`src/inc/sleep_wake_defs.svh`:
```
// offsets, field positions, reset values and timing counts for the sleep/wake block
`ifndef SLEEP_WAKE_DEFS_SVH
`define SLEEP_WAKE_DEFS_SVH
`define OFS_IRQ_CONTROL  12'h000
`define OFS_PERIPH_EN_A  12'h004
`define OFS_PERIPH_EN_B  12'h008
`define OFS_PERIPH_FLG_A 12'h00c
`define OFS_PERIPH_FLG_B 12'h010
`define OFS_CORE_STATUS  12'h014
`define OFS_WDT_CFG      12'h018
`define OFS_PRESCALE_CFG 12'h01c
`define BIT_UV           7
`define BIT_OC           5
`define BIT_OV           4
`define BIT_VIN          1
`define FLG_B_MASK       8'hb2
`define BIT_GLOBAL_EN    7
`define BIT_PERIPH_EN    6
`define BIT_INTE         4
`define BIT_IOCE         3
`define BIT_INTF         1
`define BIT_IOCF         0
`define BIT_ADIE         6
`define BIT_TMR1IE       0
`define BIT_POWERDOWN    3
`define BIT_WDT_EXPIRY   4
`define STATUS_RESET     8'h18
`define WDT_TIMEOUT_MS   18
`define CLK_HZ           20000000
`define WDT_CYCLES       ((`WDT_TIMEOUT_MS * `CLK_HZ) / 1000)
`endif

```
`src/inc/sleep_wake_pkg.sv`:
```
// types for the sleep/wake block
package sleep_wake_pkg;
	typedef enum logic [2:0] {
		ST_RUN   = 3'b001,
		ST_SLEEP = 3'b010,
		ST_WAKE  = 3'b100
	} pwr_state_t;
	typedef logic [7:0] byte_t;
endpackage

```
`src/logic/sync2.sv`:
```
// two-flop synchroniser for pin-side levels
`timescale 1ns/100ps
module sync2 #(
	parameter int W = 1
) (
	input  wire logic         aclk,
	input  wire logic         aresetn,
	input  wire logic [W-1:0] d,
	output logic      [W-1:0] q
);
	logic [W-1:0] meta_reg;
	always_ff @(posedge aclk) begin
		if (!aresetn) begin
			meta_reg <= '0;
			q        <= '0;
		end else begin
			meta_reg <= d;
			q        <= meta_reg;
		end
	end
endmodule

```
`src/logic/sleep_wake.sv`:
```
// sleep entry, wake control, watchdog and peripheral error flags
//
// Local design decisions: the AXI4-Lite interface to the registers and the placing of the registers.
`timescale 1ns/100ps
`include "sleep_wake_defs.svh"
module sleep_wake #(
	parameter int WDT_CYCLES = `WDT_CYCLES
) (
	// clock and reset
	input  wire logic                 aclk,
	input  wire logic                 aresetn,
	// axi4-lite write
	input  wire logic [11:0]          s_axi_awaddr,
	input  wire logic                 s_axi_awvalid,
	output logic                      s_axi_awready,
	input  wire logic [31:0]          s_axi_wdata,
	input  wire logic [3:0]           s_axi_wstrb,
	input  wire logic                 s_axi_wvalid,
	output logic                      s_axi_wready,
	output logic [1:0]                s_axi_bresp,
	output logic                      s_axi_bvalid,
	input  wire logic                 s_axi_bready,
	// axi4-lite read
	input  wire logic [11:0]          s_axi_araddr,
	input  wire logic                 s_axi_arvalid,
	output logic                      s_axi_arready,
	output logic [31:0]               s_axi_rdata,
	output logic [1:0]                s_axi_rresp,
	output logic                      s_axi_rvalid,
	input  wire logic                 s_axi_rready,
	// core side
	input  wire logic                 halt_exec,
	input  wire logic                 clrwdt_exec,
	input  wire logic                 wdt_enable,
	input  wire logic                 ext_reset_enable,
	input  wire logic [12:0]          halt_pc,
	// event sources, asynchronous
	input  wire logic                 ext_reset_pin_n,
	input  wire logic                 uv_error,
	input  wire logic                 oc_error,
	input  wire logic                 ov_error,
	input  wire logic                 vin_low,
	input  wire logic                 ext_int_event,
	input  wire logic                 pin_change_event,
	input  wire logic                 adc_done_event,
	input  wire logic                 tmr1_async_event,
	// control outputs
	output sleep_wake_pkg::pwr_state_t pwr_state,
	output logic                      core_asleep,
	output logic                      halt_was_nop,
	output logic                      device_reset,
	output logic                      vector_irq,
	output logic [12:0]               prefetch_pc,
	output logic [12:0]               stack_push_pc,
	output logic                      stack_push,
	output logic                      pin_hold
);
	import sleep_wake_pkg::*;

	pwr_state_t state_reg;
	byte_t      irq_control_reg;
	byte_t      periph_enables_a;
	byte_t      periph_enables_b;
	byte_t      periph_flags_a;
	byte_t      periph_flags_b;
	byte_t      status_reg;
	byte_t      prescale_cfg_reg;
	logic [31:0] wdt_count_reg;
	logic        wdt_expire;
	logic [8:0]  pin_sync;
	logic        aw_taken_reg;
	logic        w_taken_reg;
	logic [11:0] awaddr_reg;
	logic [31:0] wdata_reg;
	logic [3:0]  wstrb_reg;
	logic        wr_fire;
	logic        rst_req;
	logic        pending;
	logic        periph_pend;
	logic        wake_req;
	logic        halt_go;

	sync2 #(.W(9)) u_sync (
		.aclk    (aclk),
		.aresetn (aresetn),
		.d       ({!ext_reset_pin_n, uv_error, oc_error, ov_error, vin_low,
		           ext_int_event, pin_change_event, adc_done_event, tmr1_async_event}),
		.q       (pin_sync)
	);

	// pin enters inverted so a cleared synchroniser reads as an idle pin, same asleep or awake
	assign rst_req = ext_reset_enable && pin_sync[8];

	// write channels accepted independently, response after both
	assign wr_fire = aw_taken_reg && w_taken_reg && !s_axi_bvalid;

	always_ff @(posedge aclk) begin
		if (!aresetn) begin
			aw_taken_reg  <= 1'b0;
			w_taken_reg   <= 1'b0;
			s_axi_awready <= 1'b0;
			s_axi_wready  <= 1'b0;
			s_axi_bvalid  <= 1'b0;
			s_axi_bresp   <= 2'b00;
			awaddr_reg    <= 12'h000;
			wdata_reg     <= 32'h0000_0000;
			wstrb_reg     <= 4'h0;
		end else begin
			s_axi_awready <= !aw_taken_reg && !s_axi_awready && s_axi_awvalid;
			s_axi_wready  <= !w_taken_reg && !s_axi_wready && s_axi_wvalid;
			if (s_axi_awvalid && s_axi_awready) begin
				aw_taken_reg <= 1'b1;
				awaddr_reg   <= s_axi_awaddr;
			end
			if (s_axi_wvalid && s_axi_wready) begin
				w_taken_reg <= 1'b1;
				wdata_reg   <= s_axi_wdata;
				wstrb_reg   <= s_axi_wstrb;
			end
			if (wr_fire) begin
				s_axi_bvalid <= 1'b1;
				s_axi_bresp  <= (awaddr_reg[11:2] <= `OFS_PRESCALE_CFG >> 2) ? 2'b00 : 2'b10;
			end else if (s_axi_bvalid && s_axi_bready) begin
				s_axi_bvalid <= 1'b0;
				aw_taken_reg <= 1'b0;
				w_taken_reg  <= 1'b0;
			end
		end
	end

	logic wr_lane0;
	assign wr_lane0 = wr_fire && wstrb_reg[0];

	// plain read/write control registers
	always_ff @(posedge aclk) begin
		if (!aresetn) begin
			periph_enables_a <= 8'h00;
			periph_enables_b <= 8'h00;
			prescale_cfg_reg <= 8'hff;
		end else if (wr_lane0) begin
			case (awaddr_reg)
				`OFS_PERIPH_EN_A:  periph_enables_a <= wdata_reg[7:0] & 8'h73;
				`OFS_PERIPH_EN_B:  periph_enables_b <= wdata_reg[7:0] & `FLG_B_MASK;
				`OFS_PRESCALE_CFG: prescale_cfg_reg <= wdata_reg[7:0];
				default: ;
			endcase
		end
	end

	// error flags: hardware set beats software clear, uv/oc/ov sticky until written zero, vin follows its pin
	always_ff @(posedge aclk) begin
		if (!aresetn) begin
			periph_flags_b <= 8'h00;
		end else begin
			if (wr_lane0 && awaddr_reg == `OFS_PERIPH_FLG_B)
				periph_flags_b <= wdata_reg[7:0] & periph_flags_b & `FLG_B_MASK;
			if (pin_sync[7])
				periph_flags_b[`BIT_UV] <= 1'b1;
			if (pin_sync[6])
				periph_flags_b[`BIT_OC] <= 1'b1;
			if (pin_sync[5])
				periph_flags_b[`BIT_OV] <= 1'b1;
			periph_flags_b[`BIT_VIN] <= pin_sync[4];
		end
	end

	// wake-capable flags: adc done and asynchronous timer1
	always_ff @(posedge aclk) begin
		if (!aresetn) begin
			periph_flags_a <= 8'h00;
		end else begin
			if (wr_lane0 && awaddr_reg == `OFS_PERIPH_FLG_A)
				periph_flags_a <= wdata_reg[7:0] & periph_flags_a & 8'h73;
			if (pin_sync[1])
				periph_flags_a[`BIT_ADIE] <= 1'b1;
			if (pin_sync[0])
				periph_flags_a[`BIT_TMR1IE] <= 1'b1;
		end
	end

	always_ff @(posedge aclk) begin
		if (!aresetn) begin
			irq_control_reg <= 8'h00;
		end else begin
			if (wr_lane0 && awaddr_reg == `OFS_IRQ_CONTROL)
				irq_control_reg <= wdata_reg[7:0] & (irq_control_reg | 8'hfc);
			if (pin_sync[3])
				irq_control_reg[`BIT_INTF] <= 1'b1;
			if (pin_sync[2])
				irq_control_reg[`BIT_IOCF] <= 1'b1;
		end
	end

	// int, pin change, adc, timer1 and the uv/oc/ov/vin flags raise pending; peripheral ones need the peripheral enable
	assign periph_pend = irq_control_reg[`BIT_PERIPH_EN] &&
		(|(periph_flags_a & periph_enables_a & 8'h41) ||
		 |(periph_flags_b & periph_enables_b & `FLG_B_MASK));
	assign pending = periph_pend ||
		(irq_control_reg[`BIT_INTE] && irq_control_reg[`BIT_INTF]) ||
		(irq_control_reg[`BIT_IOCE] && irq_control_reg[`BIT_IOCF]);

	assign wake_req = pending || (wdt_enable && wdt_expire);
	assign halt_go  = (state_reg == ST_RUN) && halt_exec && !pending;

	always_ff @(posedge aclk) begin
		if (!aresetn || rst_req) begin
			state_reg <= ST_RUN;
		end else begin
			case (state_reg)
				ST_RUN:   if (halt_go) state_reg <= ST_SLEEP;
				ST_SLEEP: if (wake_req) state_reg <= ST_WAKE;
				ST_WAKE:  state_reg <= ST_RUN;
				default:  state_reg <= ST_RUN;
			endcase
		end
	end

	// watchdog: cleared on sleep entry, on every wake and by clear instruction
	assign wdt_expire = (wdt_count_reg == WDT_CYCLES - 1);
	always_ff @(posedge aclk) begin
		if (!aresetn || rst_req) begin
			wdt_count_reg <= 32'h0000_0000;
		end else if (halt_go || state_reg == ST_WAKE || clrwdt_exec || !wdt_enable ||
			(state_reg == ST_SLEEP && wake_req)) begin
			wdt_count_reg <= 32'h0000_0000;
		end else if (wdt_expire) begin
			wdt_count_reg <= 32'h0000_0000;
		end else begin
			wdt_count_reg <= wdt_count_reg + 32'h0000_0001;
		end
	end

	// status: powerdown bit cleared and expiry bit set on entry, expiry cleared on timeout
	always_ff @(posedge aclk) begin
		if (!aresetn) begin
			status_reg <= `STATUS_RESET;
		end else begin
			if (clrwdt_exec)
				status_reg <= `STATUS_RESET;
			if (halt_go) begin
				status_reg[`BIT_POWERDOWN] <= 1'b0;
				status_reg[`BIT_WDT_EXPIRY] <= 1'b1;
			end else if (wdt_enable && wdt_expire) begin
				status_reg[`BIT_WDT_EXPIRY] <= 1'b0;
			end
		end
	end

	// watchdog expiry while awake resets the core, asleep it only wakes
	// prefetch next address on halt; interrupt pushes only return pc
	always_ff @(posedge aclk) begin
		if (!aresetn) begin
			pwr_state     <= ST_RUN;
			core_asleep   <= 1'b0;
			halt_was_nop  <= 1'b0;
			device_reset  <= 1'b1;
			vector_irq    <= 1'b0;
			prefetch_pc   <= 13'h0000;
			stack_push_pc <= 13'h0000;
			stack_push    <= 1'b0;
			pin_hold      <= 1'b0;
		end else begin
			pwr_state    <= state_reg;
			core_asleep  <= (state_reg == ST_SLEEP);
			pin_hold     <= (state_reg == ST_SLEEP);
			halt_was_nop <= halt_exec && state_reg == ST_RUN && pending;
			device_reset <= rst_req ||
				(state_reg == ST_RUN && wdt_enable && wdt_expire);
			if (halt_exec && state_reg == ST_RUN)
				prefetch_pc <= halt_pc + 13'h0001;
			vector_irq <= (state_reg == ST_WAKE) && pending &&
				irq_control_reg[`BIT_GLOBAL_EN];
			stack_push <= (state_reg == ST_WAKE) && pending &&
				irq_control_reg[`BIT_GLOBAL_EN];
			if ((state_reg == ST_WAKE) && pending)
				stack_push_pc <= prefetch_pc + 13'h0001;
		end
	end

	// read channel: one cycle to answer
	always_ff @(posedge aclk) begin
		if (!aresetn) begin
			s_axi_arready <= 1'b0;
			s_axi_rvalid  <= 1'b0;
			s_axi_rdata   <= 32'h0000_0000;
			s_axi_rresp   <= 2'b00;
		end else begin
			s_axi_arready <= !s_axi_arready && !s_axi_rvalid && s_axi_arvalid;
			if (s_axi_arvalid && s_axi_arready) begin
				s_axi_rvalid <= 1'b1;
				s_axi_rresp  <= 2'b00;
				case (s_axi_araddr)
					`OFS_IRQ_CONTROL:  s_axi_rdata <= {24'h0, irq_control_reg};
					`OFS_PERIPH_EN_A:  s_axi_rdata <= {24'h0, periph_enables_a};
					`OFS_PERIPH_EN_B:  s_axi_rdata <= {24'h0, periph_enables_b};
					`OFS_PERIPH_FLG_A: s_axi_rdata <= {24'h0, periph_flags_a};
					`OFS_PERIPH_FLG_B: s_axi_rdata <= {24'h0, periph_flags_b};
					`OFS_CORE_STATUS:  s_axi_rdata <= {24'h0, status_reg};
					`OFS_WDT_CFG:      s_axi_rdata <= {31'h0, wdt_enable};
					`OFS_PRESCALE_CFG: s_axi_rdata <= {24'h0, prescale_cfg_reg};
					default: begin
						s_axi_rdata <= 32'h0000_0000;
						s_axi_rresp <= 2'b10;
					end
				endcase
			end else if (s_axi_rvalid && s_axi_rready) begin
				s_axi_rvalid <= 1'b0;
			end
		end
	end
endmodule

```
`config.mk`:
```
export PLATFORM = sky130hd
export DESIGN_NAME = sleep_wake
export DESIGN_NICKNAME = d
export VERILOG_FILES = /design/src/inc/sleep_wake_pkg.sv /design/src/logic/sync2.sv /design/src/logic/sleep_wake.sv
export VERILOG_INCLUDE_DIRS = /design/src /design/src/inc
export SDC_FILE = /design/constraint.sdc
export NUM_CORES = 1
export LEC_CHECK = 0
export BUFFER_PORTS_ARGS = -buffer_cell sky130_fd_sc_hd__buf_2
export CAP_MARGIN = 20
export CORE_UTILIZATION = 25
export CTS_CLUSTER_SIZE = 14
export DETAILED_ROUTE_END_ITERATION = 6
export HOLD_SLACK_MARGIN = 0.06
export MAX_ROUTING_LAYER = met4
export PLACE_DENSITY = 0.5
export SYNTH_ARGS = -nofsm -noshare
export SYNTH_HDL_FRONTEND = slang
export SYNTH_SLANG_ARGS = --single-unit
```
`constraint.sdc`:
```
create_clock -name aclk -period 2.26 [get_ports aclk]
set_input_delay 0.226 -clock aclk [delete_from_list [all_inputs] [get_ports aclk]]
set_output_delay 0.226 -clock aclk [all_outputs]
set_load 0.01 [all_outputs]
```
==> results.txt, run 1 <==
- The synthesized design contains 0 enable-type register cells.
- Wire length of the first global-routing pass: approximately 28000 um
* Most frequently used flop master after synthesis: dfxtp_1
- The flow did not finish.
* Yosys reg bits: 160
- Across every metal layer, demand over resource in global routing totals between 10% and 20%.
- Tool error: [ERROR DRT-0255] Maze Route cannot find path of net aclk in worker of routeBox ( 144900 0 ) ( 167140 48300 ).
* Number of antenna violations at the first check in global routing: 0
- Horizontal die dimension: about 170 um
* Leading post-synthesis cells by cell area: dfxtp_1 (47%), nor2_1 (5.3%), nand2_1 (4.8%)
- Standard-cell rows: 60
- Routability-driven placement finished with a final weighted congestion of between 0.7 and 0.8.
* Dpl cells: between 1000 and 1500
- The synthesized netlist contains 60 unique library cells.
* TritonCTS Buffers: 17
- The H-tree generated during clock tree synthesis spans 4 levels.
- The Yosys step of the flow raised 0 warnings.
- After synthesis, the share of flip-flops with an asynchronous set or reset is 0%.
* Clock Sink Count: 160
* Post-CTS setup-driven buffer insertion count: 0
* Post-synth design cell area: between 6000 and 7000 sq um
- Once the clock tree was built, the resizer swapped 0 gates to a different size.
- DP Wirelength: between 10000 and 15000 um
* Y dimension of the die: roughly 170 um
- Area of placed instances: between 7000 and 8000 sq um
- Top-area cell type share of the netlist area: between 40% and 50%
- CTS placed an instance of clkbuf_16 at the clock tree root.
* Synth Instances: between 700 and 800
- Maximum number of pins on one net before global-route repair: a little under 70
- Initial Util: between 20% and 30%
- Counting along the longest clock path gives a buffer depth of 2.
- The via count of the first global-routing pass was around 5200.
- Pin placement for this block handled between 150 and 200 I/O pins.
- The biggest area contributor in the post-synthesis netlist is dfxtp_1.
- Sequential elements use between 40% and 50% of the synthesized area.
- Synthesized area per cell: around 9 sq um
- Last flow stage reached: detailed routing
- During placement, the flow inserted port buffers numbering 115.
* Overflow left after global routing: 0
==> synthesized netlist by cell type, types with 3 or more instances <==
master and n:
o21a_1 5, nand2b_1 3, ha_1 3, nor2_1 96, or2_2 3, xor2_1 27, dfxtp_1 160, and3_1 8
a22o_1 4, inv_1 8, nor2b_1 4, nor4b_1 5, o31a_1 3, o21ai_0 20, xnor2_1 25, buf_6 3
mux2_2 4, nand4_1 13, o211a_1 3, and2_1 27, nand3_1 37, nor3_1 11, nand2_1 87, a211oi_1 18
clkbuf_1 26, or3_1 3, and4_1 3, buf_4 29, a21oi_1 43, nor4_1 11, mux2i_1 31
==> cell families after synthesis <==
family	Yosys count	share of synthesized area, %
AND/OR/NAND/NOR	327	23.9
multiplexers	36	5.54
other	1	0.0550
adder cells (fa/ha/maj)	3	0.551
buffers and inverters	69	5.73
flip-flops	160	47.0
AO/OA/AOI/OAI	111	10.5
XOR/XNOR	52	6.68
==> repair_timing <==
action,in CTS,in global routing
hold buffers,33,0
hold endpoints to repair,33,0
endpoints found under the setup margin,0,0
==> stage by stage <==
stage	util (%)	hold slack (ns)	setup slack, ns
global placement	28.7	0.380	0.225
global route	32.0	0.0730	0.0567
detailed placement	28.7	0.380	0.196
floorplan	-	0.293	0.283
CTS	32.0	0.0604	0.180
==> layer usage <==
layer	GRT usage, %
met1	17.4
met2	19.5
met3	2.69
met4	4.31
met5	-
==> inputs of run 2 (changes only) <==
Settings changed: CORE_UTILIZATION 25 to 20, CTS_CLUSTER_SIZE 14 to unset, HOLD_SLACK_MARGIN 0.06 to unset, MAX_ROUTING_LAYER met4 to unset, PLACE_DENSITY 0.5 to unset, PLACE_DENSITY_LB_ADDON set to 0.15.
==> results.txt, run 2 <==
* Maximum number of pins on one net before global-route repair: 69
* Final setup violation count: 0
- Post-route non-filler standard cell count: ~1300
* Worst setup skew after layout: approximately 0.011 ns
- After the last flow step, the layout net total stands at around 1000.
- Clock Sink Count: 160
* Top-area cell type share of the netlist area: approximately 47%
- TritonCTS built the clock tree.
* DP Wirelength: approximately 14000 um
- Synth Instances: ~760
- Once the floorplan was initialized, standard cells occupied 20.3% of the core.
* GR met1 Demand/Resource: between 10% and 20%
* Commonest non-fill, non-tap cell in the layout: dfxtp_1
- Cells with a size suffix above 1 make up about a fifth of the layout.
- Power per unit of standard cell area: ~740 nW/um^2
- CP startpoint kind: flip-flop
- Worst Min Path Start: adc_done_event
* GRT met2 Usage: 17.1%
- Run status: finished, final reports clean
- Post-Route Setup TNS: 0 ns
- I/O pin total: around 170
- Number of antenna violations at the first check in global routing: 0
- Setup repair after global routing left no endpoint under its margin.
- Routability-driven placement finished with a final weighted congestion of 0.709.
* Critical path class: reg2reg
* Post-CTS Hold Fix Bufs: 9
- Critical path capture point: wdt_count_reg[18]$_SDFF_PP0_
- Startpoint of the most critical register-to-register path: wdt_count_reg[1]$_SDFF_PP0_
- Layout fillers: 3726
- Most frequently used flop master after synthesis: dfxtp_1
- Post-synth ARST share: 0%
- Flip-flop count of the largest register after layout: 32
- Count of flip-flops with a built-in enable after synthesis: 0
- The final route contains roughly 5400 vias.
- The detail route stage leaves a number of antenna-violating nets equal to 0.
- The number of max-slew violations in the final report came to 0.
* Root Buffer: clkbuf_16
- Post-route DRC: 0
- Global routing used a little under an eighth of the available tracks.
- Met3 capacity usage during global routing: slightly below 3%
* Leading cell type by number of instances after synthesis: dfxtp_1
* R2r endpoint: wdt_count_reg[18]$_SDFF_PP0_
- In this run the static leakage power is approximately 3.3 nW.
* Number of buffer cells added on primary ports: about 120
* Period utilisation layout: 91.8%
- In this run the post-CTS setup repair buffer count came out at 0.
* Yosys reg bits: 160
- Counting I/O delays and the setup requirement, the final critical path takes about 2.1 ns.
- Average via count per standard cell: roughly 4.0
- After floorplanning, the core was divided into 67 placement rows.
* DIE AREA: roughly 35000 sq um
* Yosys Warn Count: 0
- The first global-routing pass estimated about 30000 um of wire.
- Dividing the detail-routed wire length by the instance count gives between 10 and 15 um.
* Clock-pin transition on the worst setup and hold timing paths: 0.07 ns
- Standard cell core area: 33500 sq um
- After global routing, the most crowded layer is met2.
- Post-synthesis sequential area ratio: approximately 47%
- Maximum frequency from static timing analysis: approximately 480 MHz
* Dpl cells: between 1000 and 1500
- Summing every instance area after synthesis gives 6820 sq um.
* Maximum level of the CTS H-tree: 4
- For this run the aggregate overflow at the end of global routing stands at 0.
- Measured in cells, the most critical reg-to-reg path has a length of 7.
- Final Hold Viols: 0
- The die is 187 um wide.
- The commonest cells after synthesis are dfxtp_1 (160), nor2_1 (96), nand2_1 (87).
- Of all cell types, the one taking the most synthesized area is dfxtp_1.
- Vias in the first global route: around 5400
- Relative to the synthesized area, the layout overhead comes to 25.4%.
- Leading post-synthesis cells by cell area: dfxtp_1 (47%), nor2_1 (5.3%), nand2_1 (4.8%)
* Max-cap violations: 0
* Launching instance or port of the critical path: wdt_count_reg[1]$_SDFF_PP0_
- Total length of routed wires: roughly 19000 um
* TritonCTS Buffers: 17
- Averaged over all synthesized cells, the footprint is around 9.0 sq um.
- Y dimension of the die: about 190 um
- Across all register-to-register paths, the minimum setup slack is approximately 0.19 ns.
- Crit path required time: roughly 2.6 ns
* Number of unique standard cell types used by synthesis: 60
- Maximum vdd ir drop: between 0.4 and 0.5 mV
- For the worst setup path, the data arrival time is between 2 and 2.5 ns.
- Number of gates resized after cts: 0
- Kind of end point of the critical path: flip-flop
- At the later pin of the worst-skew pair, clock insertion delay measures ~0.43 ns.
- In this run the worst path has a maximum fanout of 32.
- Type of the most critical hold path: in2reg
- For the pin with the worst max-slew slack, the measured transition is 0.861 ns.
* Number of optimization iterations in the first detailed-route pass: 6
- Worst slew slack as a fraction of its limit: between 40% and 50%
- After the first detailed-routing iteration, the DRC count stood at approximately 220.
- Clock Tree Buf Depth: 2
- Highest-count cells in the layout ignoring fill and taps: dfxtp_1 (160), buf_2 (115), nor2_1 (96)
-- run 2: cell counts after synthesis --
Identical to the previous run, type by type.
-- run 2: worst min-delay path by stage --
stage | to | depth (start not counted)
2_1_floorplan | u_sync.meta_reg[8]$_SDFF_PN0_ | 1
3_3_place_gp | u_sync.meta_reg[8]$_SDFF_PN0_ | 2
3_5_place_dp | u_sync.meta_reg[8]$_SDFF_PN0_ | 2
4_1_cts | u_sync.meta_reg[1]$_SDFF_PN0_ | 2
5_1_grt | awaddr_reg[10]$_SDFFE_PN0P_ | 3
6_report | u_sync.meta_reg[1]$_SDFF_PN0_ | 2
-- run 2: metrics by stage --
| stage | hold slack (ns) | worst slack (ns) | power [mW] | cell area (sq um) | util [%] |
|---|---|---|---|---|---|
| after floorplan | 0.293 | 0.283 | 3.29 | 6910 | - |
| after global placement | 0.383 | 0.165 | 3.46 | 7850 | 23.4 |
| after detailed placement | 0.385 | 0.193 | 3.46 | 7870 | 23.5 |
| after CTS | 0.00108 | 0.168 | 6.46 | 8550 | 25.5 |
| after global routing | 0.00741 | 0.0143 | 6.62 | 8550 | 25.5 |
| final | 0.0206 | 0.185 | 6.32 | 8550 | 25.5 |
-- run 2: kinds of logic (layout without fill, tap and decap cells) --
| family | count (synthesis) | after routing | share of synthesized area [%] |
|---|---|---|---|
| AOI/OAI and AO/OA | 111 | 111 | 10.5 |
| xor gates and xnor gates | 52 | 52 | 6.68 |
| adders and majority gates | 3 | 3 | 0.551 |
| buffers and inverters | 69 | 185 | 5.73 |
| DFF | 160 | 160 | 47.0 |
| muxes | 36 | 36 | 5.54 |
| other | 1 | 27 | 0.0550 |
| and+or+nand+nor | 327 | 327 | 23.9 |
-- run 2: area by class of cell --
cell class	instances	area, sq um	area share, %
Sequential cell	160	3200	37.5
Antenna cell	1	2.50	0.0293
Clock inverter	12	125	1.46
Clock buffer	20	467	5.46
Timing Repair Buffer	144	836	9.78
Tap cell	448	561	6.56
Inverter	9	33.8	0.395
Multi-Input combinational cell	555	3320	38.9
-- run 2: worst max-delay path, cell delays in order (launching register included) --
cell,delay (ns)
dfxtp_1,0.38
ha_1,0.23
nand2_1,0.09
or4_4,0.57
nor3_4,0.24
or4_1,0.18
buf_12,0.19
nor2_1,0.07
-- run 2: report_power, final --
group / internal (mW) / switching, mW
registers: 2.89 / 0.0733
clock network: 1.64 / 1.28
logic: 0.180 / 0.253
total: 4.71 / 1.61
-- run 2: layer usage --
metal | wire [um] | part of all wire [%] | vias up
li1 | - | - | 2831
met1 | 9850 | 52 | 2495
met2 | 8260 | 43 | 110
met3 | 747 | 3.9 | 10
met4 | 188 | 0.99 | 0
met5 | 0 | 0 | -
(Power assumes the default switching activity.)
